<file path="config.mk">
export PLATFORM = sky130hd
export DESIGN_NAME = wpl_regs
export DESIGN_NICKNAME = d
export VERILOG_FILES = /design/src/wpl_pkg.sv /design/src/wpl_regs.sv
export SDC_FILE = /design/constraint.sdc
export NUM_CORES = 1
export LEC_CHECK = 0
export BUFFER_PORTS_ARGS = -buffer_cell sky130_fd_sc_hd__buf_2
export CORE_ASPECT_RATIO = 1.2
export CORE_UTILIZATION = 40
export CTS_CLUSTER_SIZE = 40
export DETAILED_ROUTE_END_ITERATION = 8
export PLACE_DENSITY = 0.76
export SLEW_MARGIN = 20
export SYNTH_ARGS = -nofsm -noshare
export SYNTH_HDL_FRONTEND = slang
export SYNTH_SLANG_ARGS = --single-unit
</file>
<file path="constraint.sdc">
create_clock -name ref_clk_i -period 1.8 [get_ports ref_clk_i]
set_clock_uncertainty 0.2 [all_clocks]
set_input_delay 0.18 -clock ref_clk_i [delete_from_list [all_inputs] [get_ports ref_clk_i]]
set_output_delay 0.18 -clock ref_clk_i [all_outputs]
set_load 0.01 [all_outputs]
</file>
<file path="src/wpl_pkg.sv">
// package: register offsets, field positions, reset values and unlock key values
package wpl_pkg;
  // register offsets on the internal register port
  localparam logic [7:0] BOOST_CURRENT_LIMIT_CTRL_OFS     = 8'h32;
  localparam logic [7:0] OTP_CORRECTION_STATUS_OFS        = 8'h33;
  localparam logic [7:0] PIN_DISABLE_UNLOCK_KEY_OFS       = 8'h34;
  localparam logic [7:0] WATCHDOG_PIN_DISABLE_CONTROL_OFS = 8'h35;
  // field positions
  localparam int BOOST_LIMIT_LSB      = 0;
  localparam int DOUBLE_ERR_BIT       = 1;
  localparam int SINGLE_ERR_BIT       = 0;
  localparam int CTRL_LOCK_BIT        = 1;
  localparam int PERMISSION_BIT       = 0;
  // reset values
  localparam logic [5:0] RSVD_RESET     = 6'h00;
  localparam logic       LOCK_RESET     = 1'b1;
  localparam logic [7:0] KEY_READ_VALUE = 8'h00;
  localparam logic [1:0] BOOST_LIMIT_RESET = 2'h0;
  localparam logic       PERM_RESET        = 1'b0;
  localparam logic       FLAG_RESET        = 1'b0;
  localparam logic [7:0] RDATA_RESET       = 8'h00;
  // unlock key sequence
  localparam logic [7:0] UNLOCK_VALUE_0 = 8'h87;
  localparam logic [7:0] UNLOCK_VALUE_1 = 8'h65;
  localparam logic [7:0] UNLOCK_VALUE_2 = 8'h1b;
  // unlock tracking states
  typedef enum logic [1:0] {
    KEY_IDLE,
    KEY_GOT_FIRST,
    KEY_GOT_SECOND
  } wpl_key_state_t;
endpackage : wpl_pkg

</file>
<file path="src/wpl_regs.sv">
// register group: boost current limit, otp error flags, watchdog pin-disable lock
`timescale 1ns/1ps
`default_nettype none

// How it works
// - two-bit read/write boost current limit at bits 1..0, codes 1.0/1.4/1.9/2.8 A.
// - current limit and permission bit load their defaults from otp values.
// - read-only double-error flag at bit 1 follows the otp uncorrected error.
// - read-only single-error flag at bit 0 follows the otp corrected error.
// - with master lock zero, writes 0x87, 0x65, 0x1b in three consecutive key writes clear the lock.
// - any other key register write sets the control lock.
// - writing one to the master lock sets the control lock.
// - reading the key register always returns zero.
// - control lock reads at bit 1, resets to one (locked).
// - while control lock is one, permission bit writes are ignored.
// - the off pin disables the watchdog only when permission is one.
// - a one is written to permission only when both locks are zero.
module wpl_regs
  import wpl_pkg::*;
(
  input  wire logic       ref_clk_i,                 // 20 mhz clock
  input  wire logic       rst_n_i,                   // async reset, active low
  input  wire logic       reg_wr_i,                  // register write strobe
  input  wire logic       reg_rd_i,                  // register read strobe
  input  wire logic [7:0] reg_addr_i,                // register offset
  input  wire logic [7:0] reg_wdata_i,               // write data
  output logic      [7:0] reg_rdata_o,               // read data, one cycle after read
  input  wire logic       otp_load_i,                // pulse: load defaults from otp
  input  wire logic [1:0] otp_boost_current_limit_i, // otp default current limit
  input  wire logic       otp_pin_disable_perm_i,    // otp default permission
  input  wire logic       otp_double_error_flag_i,   // otp uncorrected error seen
  input  wire logic       otp_single_error_flag_i,   // otp corrected error seen
  input  wire logic       watchdog_master_lock_i,    // master lock level
  input  wire logic       master_lock_set_i,         // pulse: master lock written one
  input  wire logic       watchdog_off_pin_i,        // external watchdog-disable pin
  output logic      [1:0] boost_current_limit_o,     // current limit select
  output logic            pin_disable_permission_o,  // permission bit
  output logic            pin_disable_control_lock_o,// control lock status
  output logic            watchdog_off_o             // watchdog disabled by pin
);

  logic [1:0]     boost_limit_q;
  logic [5:0]     boost_rsvd_q;
  logic [5:0]     ctrl_rsvd_q;
  logic           perm_q;
  logic           lock_q;
  logic           dbl_err_q;
  logic           sgl_err_q;
  logic           wdog_off_q;
  logic [7:0]     rdata_q;
  wpl_key_state_t key_q;
  logic           key_wr;
  logic           key_done;
  logic           ctrl_wr;
  logic           boost_wr;

  // address match for one register of the group
  function automatic logic addr_hit(input logic [7:0] addr, input logic [7:0] ofs);
    return addr == ofs;
  endfunction : addr_hit

  // write decode
  assign boost_wr = reg_wr_i && addr_hit(reg_addr_i, BOOST_CURRENT_LIMIT_CTRL_OFS);
  assign key_wr   = reg_wr_i && addr_hit(reg_addr_i, PIN_DISABLE_UNLOCK_KEY_OFS);
  assign ctrl_wr  = reg_wr_i && addr_hit(reg_addr_i, WATCHDOG_PIN_DISABLE_CONTROL_OFS);
  // third key value closes the sequence
  assign key_done = key_wr && !watchdog_master_lock_i && (key_q == KEY_GOT_SECOND)
                    && (reg_wdata_i == UNLOCK_VALUE_2);

  // boost current limit register
  always_ff @(posedge ref_clk_i or negedge rst_n_i) begin
    if (!rst_n_i) begin
      boost_limit_q <= BOOST_LIMIT_RESET;
      boost_rsvd_q  <= RSVD_RESET;
    end else if (otp_load_i) begin
      boost_limit_q <= otp_boost_current_limit_i;
    end else if (boost_wr) begin
      boost_limit_q <= reg_wdata_i[BOOST_LIMIT_LSB +: 2];
      boost_rsvd_q  <= reg_wdata_i[7:2];
    end
  end

  // otp error flags mirror neighbouring ecc logic
  // flags come from neighbours
  always_ff @(posedge ref_clk_i or negedge rst_n_i) begin
    if (!rst_n_i) begin
      dbl_err_q <= FLAG_RESET;
      sgl_err_q <= FLAG_RESET;
    end else begin
      dbl_err_q <= otp_double_error_flag_i;
      sgl_err_q <= otp_single_error_flag_i;
    end
  end

  // unlock key tracking
  always_ff @(posedge ref_clk_i or negedge rst_n_i) begin
    if (!rst_n_i) begin
      key_q <= KEY_IDLE;
    end else if (watchdog_master_lock_i || master_lock_set_i) begin
      key_q <= KEY_IDLE;
    end else if (key_wr) begin
      case (key_q)
        KEY_IDLE:       key_q <= (reg_wdata_i == UNLOCK_VALUE_0) ? KEY_GOT_FIRST : KEY_IDLE;
        KEY_GOT_FIRST:  key_q <= (reg_wdata_i == UNLOCK_VALUE_1) ? KEY_GOT_SECOND : KEY_IDLE;
        KEY_GOT_SECOND: key_q <= KEY_IDLE;
        default:        key_q <= KEY_IDLE;
      endcase
    end else if (reg_wr_i) begin
      // another write breaks consecutiveness
      key_q <= KEY_IDLE;
    end
  end

  // control lock
  always_ff @(posedge ref_clk_i or negedge rst_n_i) begin
    if (!rst_n_i) begin
      lock_q <= LOCK_RESET;
    end else if (master_lock_set_i || watchdog_master_lock_i) begin
      lock_q <= 1'b1;
    end else if (key_done) begin
      lock_q <= 1'b0;
    end else if (key_wr) begin
      lock_q <= 1'b1;
    end
  end

  // permission bit and control reserved bits
  always_ff @(posedge ref_clk_i or negedge rst_n_i) begin
    if (!rst_n_i) begin
      perm_q      <= PERM_RESET;
      ctrl_rsvd_q <= RSVD_RESET;
    end else if (otp_load_i) begin
      perm_q <= otp_pin_disable_perm_i;
    end else if (ctrl_wr) begin
      ctrl_rsvd_q <= reg_wdata_i[7:2];
      if (!lock_q && !watchdog_master_lock_i) begin
        perm_q <= reg_wdata_i[PERMISSION_BIT];
      end
    end
  end

  always_ff @(posedge ref_clk_i or negedge rst_n_i) begin
    if (!rst_n_i) begin
      wdog_off_q <= 1'b0;
    end else begin
      wdog_off_q <= perm_q && watchdog_off_pin_i;
    end
  end

  // read data register
  always_ff @(posedge ref_clk_i or negedge rst_n_i) begin
    if (!rst_n_i) begin
      rdata_q <= RDATA_RESET;
    end else if (reg_rd_i) begin
      case (reg_addr_i)
        BOOST_CURRENT_LIMIT_CTRL_OFS:     rdata_q <= {boost_rsvd_q, boost_limit_q};
        OTP_CORRECTION_STATUS_OFS:        rdata_q <= {6'h00, dbl_err_q, sgl_err_q};
        PIN_DISABLE_UNLOCK_KEY_OFS:       rdata_q <= KEY_READ_VALUE;
        WATCHDOG_PIN_DISABLE_CONTROL_OFS: rdata_q <= {ctrl_rsvd_q, lock_q, perm_q};
        default:                          rdata_q <= 8'h00;
      endcase
    end
  end

  // outputs straight from flops
  assign reg_rdata_o                = rdata_q;
  assign boost_current_limit_o      = boost_limit_q;
  assign pin_disable_permission_o   = perm_q;
  assign pin_disable_control_lock_o = lock_q;
  assign watchdog_off_o             = wdog_off_q;

  // full key clears lock next cycle
  a_unlock_opens: assert property (@(posedge ref_clk_i) disable iff (!rst_n_i)
    key_done && !master_lock_set_i |=> !lock_q)
    else $error("lock not cleared after key");

  a_bad_key_locks: assert property (@(posedge ref_clk_i) disable iff (!rst_n_i)
    key_wr && !key_done |=> lock_q)
    else $error("lock not set by key write");

  a_master_locks: assert property (@(posedge ref_clk_i) disable iff (!rst_n_i)
    master_lock_set_i |=> lock_q)
    else $error("lock not set by master lock");

  a_master_holds: assert property (@(posedge ref_clk_i) disable iff (!rst_n_i)
    watchdog_master_lock_i |=> lock_q && key_q == KEY_IDLE)
    else $error("unlock while master locked");

  a_key_reads_zero: assert property (@(posedge ref_clk_i) disable iff (!rst_n_i)
    reg_rd_i && reg_addr_i == PIN_DISABLE_UNLOCK_KEY_OFS |=> reg_rdata_o == 8'h00)
    else $error("key register read not zero");

  a_perm_locked: assert property (@(posedge ref_clk_i) disable iff (!rst_n_i)
    lock_q && !otp_load_i |=> $stable(perm_q))
    else $error("permission changed while locked");

  a_pin_gated: assert property (@(posedge ref_clk_i) disable iff (!rst_n_i)
    !perm_q |=> !watchdog_off_o)
    else $error("pin acted without permission");

  a_key_restart: assert property (@(posedge ref_clk_i) disable iff (!rst_n_i)
    key_wr && key_q == KEY_GOT_FIRST && reg_wdata_i != UNLOCK_VALUE_1 |=> key_q == KEY_IDLE)
    else $error("key tracking not restarted");

  a_boost_write: assert property (@(posedge ref_clk_i) disable iff (!rst_n_i)
    boost_wr && !otp_load_i |=> boost_current_limit_o == $past(reg_wdata_i[1:0]))
    else $error("boost limit not written");

  a_otp_defaults: assert property (@(posedge ref_clk_i) disable iff (!rst_n_i)
    otp_load_i |=> boost_current_limit_o == $past(otp_boost_current_limit_i)
    && pin_disable_permission_o == $past(otp_pin_disable_perm_i))
    else $error("otp defaults not loaded");

  a_double_flag: assert property (@(posedge ref_clk_i) disable iff (!rst_n_i)
    1'b1 |=> dbl_err_q == $past(otp_double_error_flag_i))
    else $error("double error flag wrong");

  a_single_flag: assert property (@(posedge ref_clk_i) disable iff (!rst_n_i)
    1'b1 |=> sgl_err_q == $past(otp_single_error_flag_i))
    else $error("single error flag wrong");

  a_status_upper: assert property (@(posedge ref_clk_i) disable iff (!rst_n_i)
    reg_rd_i && reg_addr_i == OTP_CORRECTION_STATUS_OFS |=> reg_rdata_o[7:2] == 6'h00)
    else $error("status reserved bits set");

  a_key_first: assert property (@(posedge ref_clk_i) disable iff (!rst_n_i)
    key_wr && !watchdog_master_lock_i && !master_lock_set_i && key_q == KEY_IDLE
    && reg_wdata_i == UNLOCK_VALUE_0 |=> key_q == KEY_GOT_FIRST)
    else $error("first key value not taken");

  a_key_second: assert property (@(posedge ref_clk_i) disable iff (!rst_n_i)
    key_wr && !watchdog_master_lock_i && !master_lock_set_i && key_q == KEY_GOT_FIRST
    && reg_wdata_i == UNLOCK_VALUE_1 |=> key_q == KEY_GOT_SECOND)
    else $error("second key value not taken");

  a_other_write_breaks: assert property (@(posedge ref_clk_i) disable iff (!rst_n_i)
    reg_wr_i && !key_wr |=> key_q == KEY_IDLE)
    else $error("key kept across other write");

  a_master_clears_key: assert property (@(posedge ref_clk_i) disable iff (!rst_n_i)
    master_lock_set_i |=> key_q == KEY_IDLE)
    else $error("key kept after master lock write");

  a_lock_readback: assert property (@(posedge ref_clk_i) disable iff (!rst_n_i)
    reg_rd_i && reg_addr_i == WATCHDOG_PIN_DISABLE_CONTROL_OFS
    |=> reg_rdata_o[CTRL_LOCK_BIT] == $past(lock_q))
    else $error("lock status read wrong");

  a_perm_accepts: assert property (@(posedge ref_clk_i) disable iff (!rst_n_i)
    ctrl_wr && !otp_load_i && !lock_q && !watchdog_master_lock_i
    |=> pin_disable_permission_o == $past(reg_wdata_i[PERMISSION_BIT]))
    else $error("permission write not taken");

  a_perm_master: assert property (@(posedge ref_clk_i) disable iff (!rst_n_i)
    watchdog_master_lock_i && !otp_load_i |=> $stable(perm_q))
    else $error("permission changed under master lock");

  a_pin_passes: assert property (@(posedge ref_clk_i) disable iff (!rst_n_i)
    perm_q && watchdog_off_pin_i |=> watchdog_off_o)
    else $error("pin ignored with permission");

  a_boost_readback: assert property (@(posedge ref_clk_i) disable iff (!rst_n_i)
    reg_rd_i && reg_addr_i == BOOST_CURRENT_LIMIT_CTRL_OFS
    |=> reg_rdata_o[1:0] == $past(boost_limit_q))
    else $error("boost limit read wrong");

endmodule : wpl_regs

`default_nettype wire

</file>
=== Word level (Yosys, flattened, before mapping) ===
Cells that the tools add are included.

* Multipliers: 0
* $lt $le $gt $ge: 0
* Bitwise logic cells: 1
* $add $sub $neg: 0
* Divide/modulo/power cells: 0
* Reductions and logical operators: 20
* Shifts and indexed selects: 0
* Equal/unequal tests: 9
* Multiplexer cells: 15

{| class="wikitable"
|+ Operator list
! operator !! number
|-
| equality test 8 x 6 -> 1 bit, second input constant || 4
|-
| one-hot mux 8 bit (3 select lines) || 1
|-
| 2-to-1 mux 2 bit || 6
|-
| equality test 8 x 5 -> 1 bit, second input constant || 1
|-
| equality test 8 x 7 -> 1 bit, second input constant || 1
|-
| equality test 8 bit, second input constant || 1
|-
| logical AND 1 bit || 8
|-
| 2-to-1 mux 1 bit || 7
|-
| AND reduction 2 bit || 3
|-
| nonzero test 2 bit || 3
|-
| nonzero test 3 bit || 2
|-
| one-hot mux 2 bit (2 select lines) || 1
|-
| equality test 2 x 1 -> 1 bit, second input constant || 1
|-
| equality test 2 bit, second input constant || 1
|-
| zero test 1 bit || 2
|-
| zero test 2 bit || 1
|-
| logical OR 1 bit || 1
|-
| inverter 1 bit || 1
|}

* ROM bits: 0
* Bits in latches: 0
* Logic and storage cells: 55
* Output and inout port bits: 13
* Register bits after elaboration: 29
* Memory bits (writable): 0
* Memories kept: 0

=== Longest topological paths before layout ===
* Depth in word-level cells: 7
* Depth in mapped cells: 5

=== Least setup slack after synthesis ===
OpenSTA, ideal clock, no wires.

* Path kind: in2reg
* Start point: input reg_addr_i[6]
* End point: register boost_rsvd_q[0]
* Stages on the path: 4
* Buffers on the path: 0
* Setup time: 125 ps
* Arrival: 1306 ps
* Slack: 169 ps
* Cells stage by stage: and4bb_2 nand2_1 nor3b_4 mux2_2

* Cells in the longest elaborated chain, start to end: 3

{| class="wikitable"
|+ RTL lines
! item !! line !! text
|-
| start: declaration || wpl_regs.sv:25 || <nowiki>input wire logic [7:0] reg_addr_i,</nowiki>
|-
| equality test 8 x 6 -> 1 bit || wpl_regs.sv:59 || <nowiki>return addr == ofs;</nowiki>
|-
| logical AND 1 bit || wpl_regs.sv:63 || <nowiki>assign boost_wr = reg_wr_i && addr_hit(reg_addr_i, BOOST_CURRENT_LIMIT_CTRL_OFS);</nowiki>
|-
| AND reduction 2 bit (no line) || n/a ||
|-
| end signal: assignment || wpl_regs.sv:79 || <nowiki>boost_rsvd_q <= reg_wdata_i[7:2];</nowiki>
|-
| end: declaration || wpl_regs.sv:43 || <nowiki>logic [5:0] boost_rsvd_q;</nowiki>
|}

Every way passes these cells.
A chain may end at the register's enable or synchronous reset.

=== Final worst setup path ===
* Start point: input reg_wdata_i[5]
* End point: register lock_q (netlist: pin_disable_control_lock_o)

* Cells in the longest elaborated chain, start to end: 4
* Elaborated cells on any way between the ends: 5
* Classes of those cells: eq/ne (1); mux (2); reduce/logical (2)

{| class="wikitable"
|+ RTL lines
! item !! line !! text
|-
| start: declaration || wpl_regs.sv:26 || <nowiki>input wire logic [7:0] reg_wdata_i,</nowiki>
|-
| equality test 8 x 5 -> 1 bit (*) || wpl_regs.sv:68 || <nowiki>&& (reg_wdata_i == UNLOCK_VALUE_2);</nowiki>
|-
| logical AND 1 bit (*) || wpl_regs.sv:68 ||
|-
| 2-to-1 mux 1 bit || wpl_regs.sv:120 || <nowiki>end else if (key_done) begin</nowiki>
|-
| 2-to-1 mux 1 bit || wpl_regs.sv:118 || <nowiki>end else if (master_lock_set_i || watchdog_master_lock_i) begin</nowiki>
|-
| end signal: assignment || wpl_regs.sv:117 || <nowiki>lock_q <= LOCK_RESET;</nowiki>
|-
| end signal: assignment || wpl_regs.sv:119 || <nowiki>lock_q <= 1'b1;</nowiki>
|-
| end signal: assignment || wpl_regs.sv:121 || <nowiki>lock_q <= 1'b0;</nowiki>
|-
| end: declaration || wpl_regs.sv:46 || <nowiki>logic lock_q;</nowiki>
|}

Every way passes the cells marked *; elsewhere a longest branch is shown, timed or not.

==> results.py <==
metrics = {
    "run_status": {
        "status": "complete, no violations",
    },
    "setup_path": {
        "crit_slowest_cell": "dlygate4sd3_1",
        "crit_required_ns": 1.85,
        "crit_family": "simple AND/OR/NAND/NOR gates",
        "start_kind": "input port",
        "cp.depth": 6,
        "crit_chain": "dlygate4sd3_1 > buf_2 > nor4b_1 > and4_1 > and3_1 > o21ai_0",
        "arrival_ns": 1.70,
        "crit_path_max_incr_delay_ns": 0.53,
        "worstSetupPathType": "input port to flip-flop",
        "critPathMaxFanout": 4,
        "cp_num_buf_inv": 2,
        "reg2reg_depth": 4,
        "endpoint_kind": "flip-flop",
    },
    "detailed_routing": {
        "wl_per_cell_um": 14.5,
        "dr.pass1.iters": 4,
        "drtAntennaViolNets": 0,
        "drt-total-wl_um": 3160,
        "viasPerCell": 5.36,
        "drtIter0Drc": 31,
        "num_vias": 1164,
        "post-route-drc-count": 0,
    },
    "logic_synthesis": {
        "synthTopCellsByArea": "dfrtp_1 51%, mux2_2 15%, nor3b_4 4.1%, o22ai_1 3.7%, a22oi_1 3.3%",
        "synth_top_area_share_pct": 51.2,
        "synth_top_cell_by_area": "dfrtp_1",
        "syn_nets": 142,
        "synth_edf_count": 0,
        "yosys_warnings": 0,
        "syn_avg_cell_area_um2": 12.1,
        "syn_area_um2": 1370,
        "yosysSeqAreaShare_pct": 53.2,
        "synth_ff_type": "dfrtp_1",
        "async_flop_share_pct": 100,
        "yosysUniqueCellTypes": 28,
        "synthCells": 113,
        "ys_seq_elements": 29,
    },
    "min_path": {
        "hold_depth": 4,
        "min-delay-path-class": "input port to flip-flop",
    },
    "die": {
        "std_cell_rows": 22,
        "die_height_um": 66.1,
        "die_w_um": 55.4,
        "start_util_pct": 43.2,
        "coreArea_um2": 3170,
        "die-area_um2": 3660,
        "ioPinCount": 42,
    },
    "timing": {
        "worst_slew_pin_slew_ns": 0.617,
        "period_minus_slack_ns": 1.65,
        "hold_viol": 0,
        "slew_violations": 0,
        "slew_headroom_pct": 58.9,
        "period_share_pct": 91.8,
        "max_freq_ghz": 0.605,
        "setup_tns_ns": 0,
        "finalSetupViolCount": 0,
        "rsz0062_at_grt": "false",
    },
    "cts": {
        "numCtsBuffers": 5,
        "clk_path_buf_depth": 2,
        "postCtsSetupBuffers": 0,
        "cts-root-buf": "clkbuf_4",
        "clk_pin_slew_worst_paths_ns": 0.08,
        "htreeDepth": 2,
        "postCtsHoldBufs": 18,
        "cts.sinks": 29,
        "ctsResizeCount": 0,
        "clkLatencyLatePin_ns": 0.32,
        "cts_tree": "built",
    },
    "placed_design": {
        "numPlacedInstances": 192,
        "io_buffers": 41,
        "dp_hpwl_um": 2360,
        "placedInstanceArea_um2": 1640,
        "gp_routability_congestion": 0.808,
    },
    "final_layout": {
        "final_cell_mix": "41 x buf_2, 28 x dfrtp_1, 18 x mux2_2, 18 x dlygate4sd3_1",
        "fin_nets": 210,
        "finalInstanceArea_um2": 1870,
        "drive_above_1_share_pct": 42.0,
        "synthToLayoutAreaGrowth_pct": 36.9,
        "n_antenna_cell": 0,
        "fillCellCount": 259,
        "final_common_cell": "buf_2",
        "fin_cells": 217,
    },
    "power_and_ir_drop": {
        "leakagePower_nw": 0.895,
        "power-per-cell-area_nw_per_um2": 657,
        "power_mw": 1.23,
        "vdd_ir_drop_max_mv": 0.613,
    },
    "global_routing": {
        "groute.usage.overall_pct": 19.4,
        "gr-total-overflow": 0,
        "grt_antenna_before_repair": 0,
        "grt_pass1_vias": 1249,
        "grt_pass1_wl_um": 5450,
        "grt_max_degree": 30,
    },
    "job": {
        "drv_cap": 0,
    },
}
registers in the layout, indices dropped and copies added, names as in the netlist:
register and flops:
sgl_err_q 1, pin_disable_control_lock_o 1, watchdog_off_o 1, boost_rsvd_q 6, reg_rdata_o 8, dbl_err_q 1
ctrl_rsvd_q 6, key_q 2, pin_disable_permission_o 1, boost_current_limit_o 2
worst min-delay path: stages:
cell and delay [ns]:
buf_2 0.13, nor3_1 0.08, nand2_1 0.06, o21ai_0 0.07
area by class of cell:
| type | count | area, um^2 | area share (%) |
|---|---|---|---|
| flip-flops and latches | 29 | 727 | 38.8 |
| repair buffers | 64 | 423 | 22.6 |
| inverters | 8 | 30.0 | 1.60 |
| clock buffers | 7 | 55.1 | 2.94 |
| well taps | 36 | 45.0 | 2.41 |
| multi-input cells | 73 | 592 | 31.6 |
cell usage after synthesis (3+ instances only):
library cell,instances
o21ai_0,3
nor2_1,4
nand2_1,6
a21oi_1,3
a22oi_1,6
dfrtp_1,28
mux2_2,18
inv_1,8
o22ai_1,8
nor3b_4,3
metal layers:
layer  up-vias  GRT usage, %  wire (um)
li1        545             -          -
met2        30          34.9       1730
met5         -             0          0
met3         6          6.26        116
met1       583          20.2       1260
met4         0          10.0         58
logic make-up (layout without fill, tap and decap cells):
family | Yosys count | count (layout) | synth area share, %
AOI/OAI and AO/OA | 20 | 20 | 9.15
and+or+nand+nor | 33 | 33 | 17.8
muxes | 20 | 20 | 16.3
buffers and inverters | 11 | 79 | 3.57
DFF | 29 | 29 | 53.2
power by group:
part,switching [mW],internal [mW]
Clock,0.200,0.184
Sequential,0.0110,0.669
Combinational,0.0761,0.0907
Total,0.287,0.944
final timing paths:
kind,slack (ns),end,from
max in group asynchronous,0.79,ctrl_rsvd_q[2],rst_n_i
min in group asynchronous,0.20,boost_current_limit_o[0],rst_n_i
worst min register to register,0.32,ctrl_rsvd_q[0],ctrl_rsvd_q[0]
worst max-delay path,0.15,pin_disable_control_lock_o,reg_wdata_i[5]
worst max register to register,0.17,pin_disable_permission_o,pin_disable_control_lock_o
worst min-delay path,0.04,key_q[1],watchdog_master_lock_i
per-stage QoR:
step           hold slack (ns)  utilization [%]  setup WS, ns
2_1_floorplan           -0.316                -         0.169
3_3_place_gp            0.0271             51.7        0.0164
3_5_place_dp            0.0367             51.7      -0.00847
4_1_cts                 0.0226             59.1         0.154
5_1_grt                 0.0438             59.1        0.0586
6_report                0.0353             59.1         0.147
No activity file was read; power rests on OpenSTA's default activity.
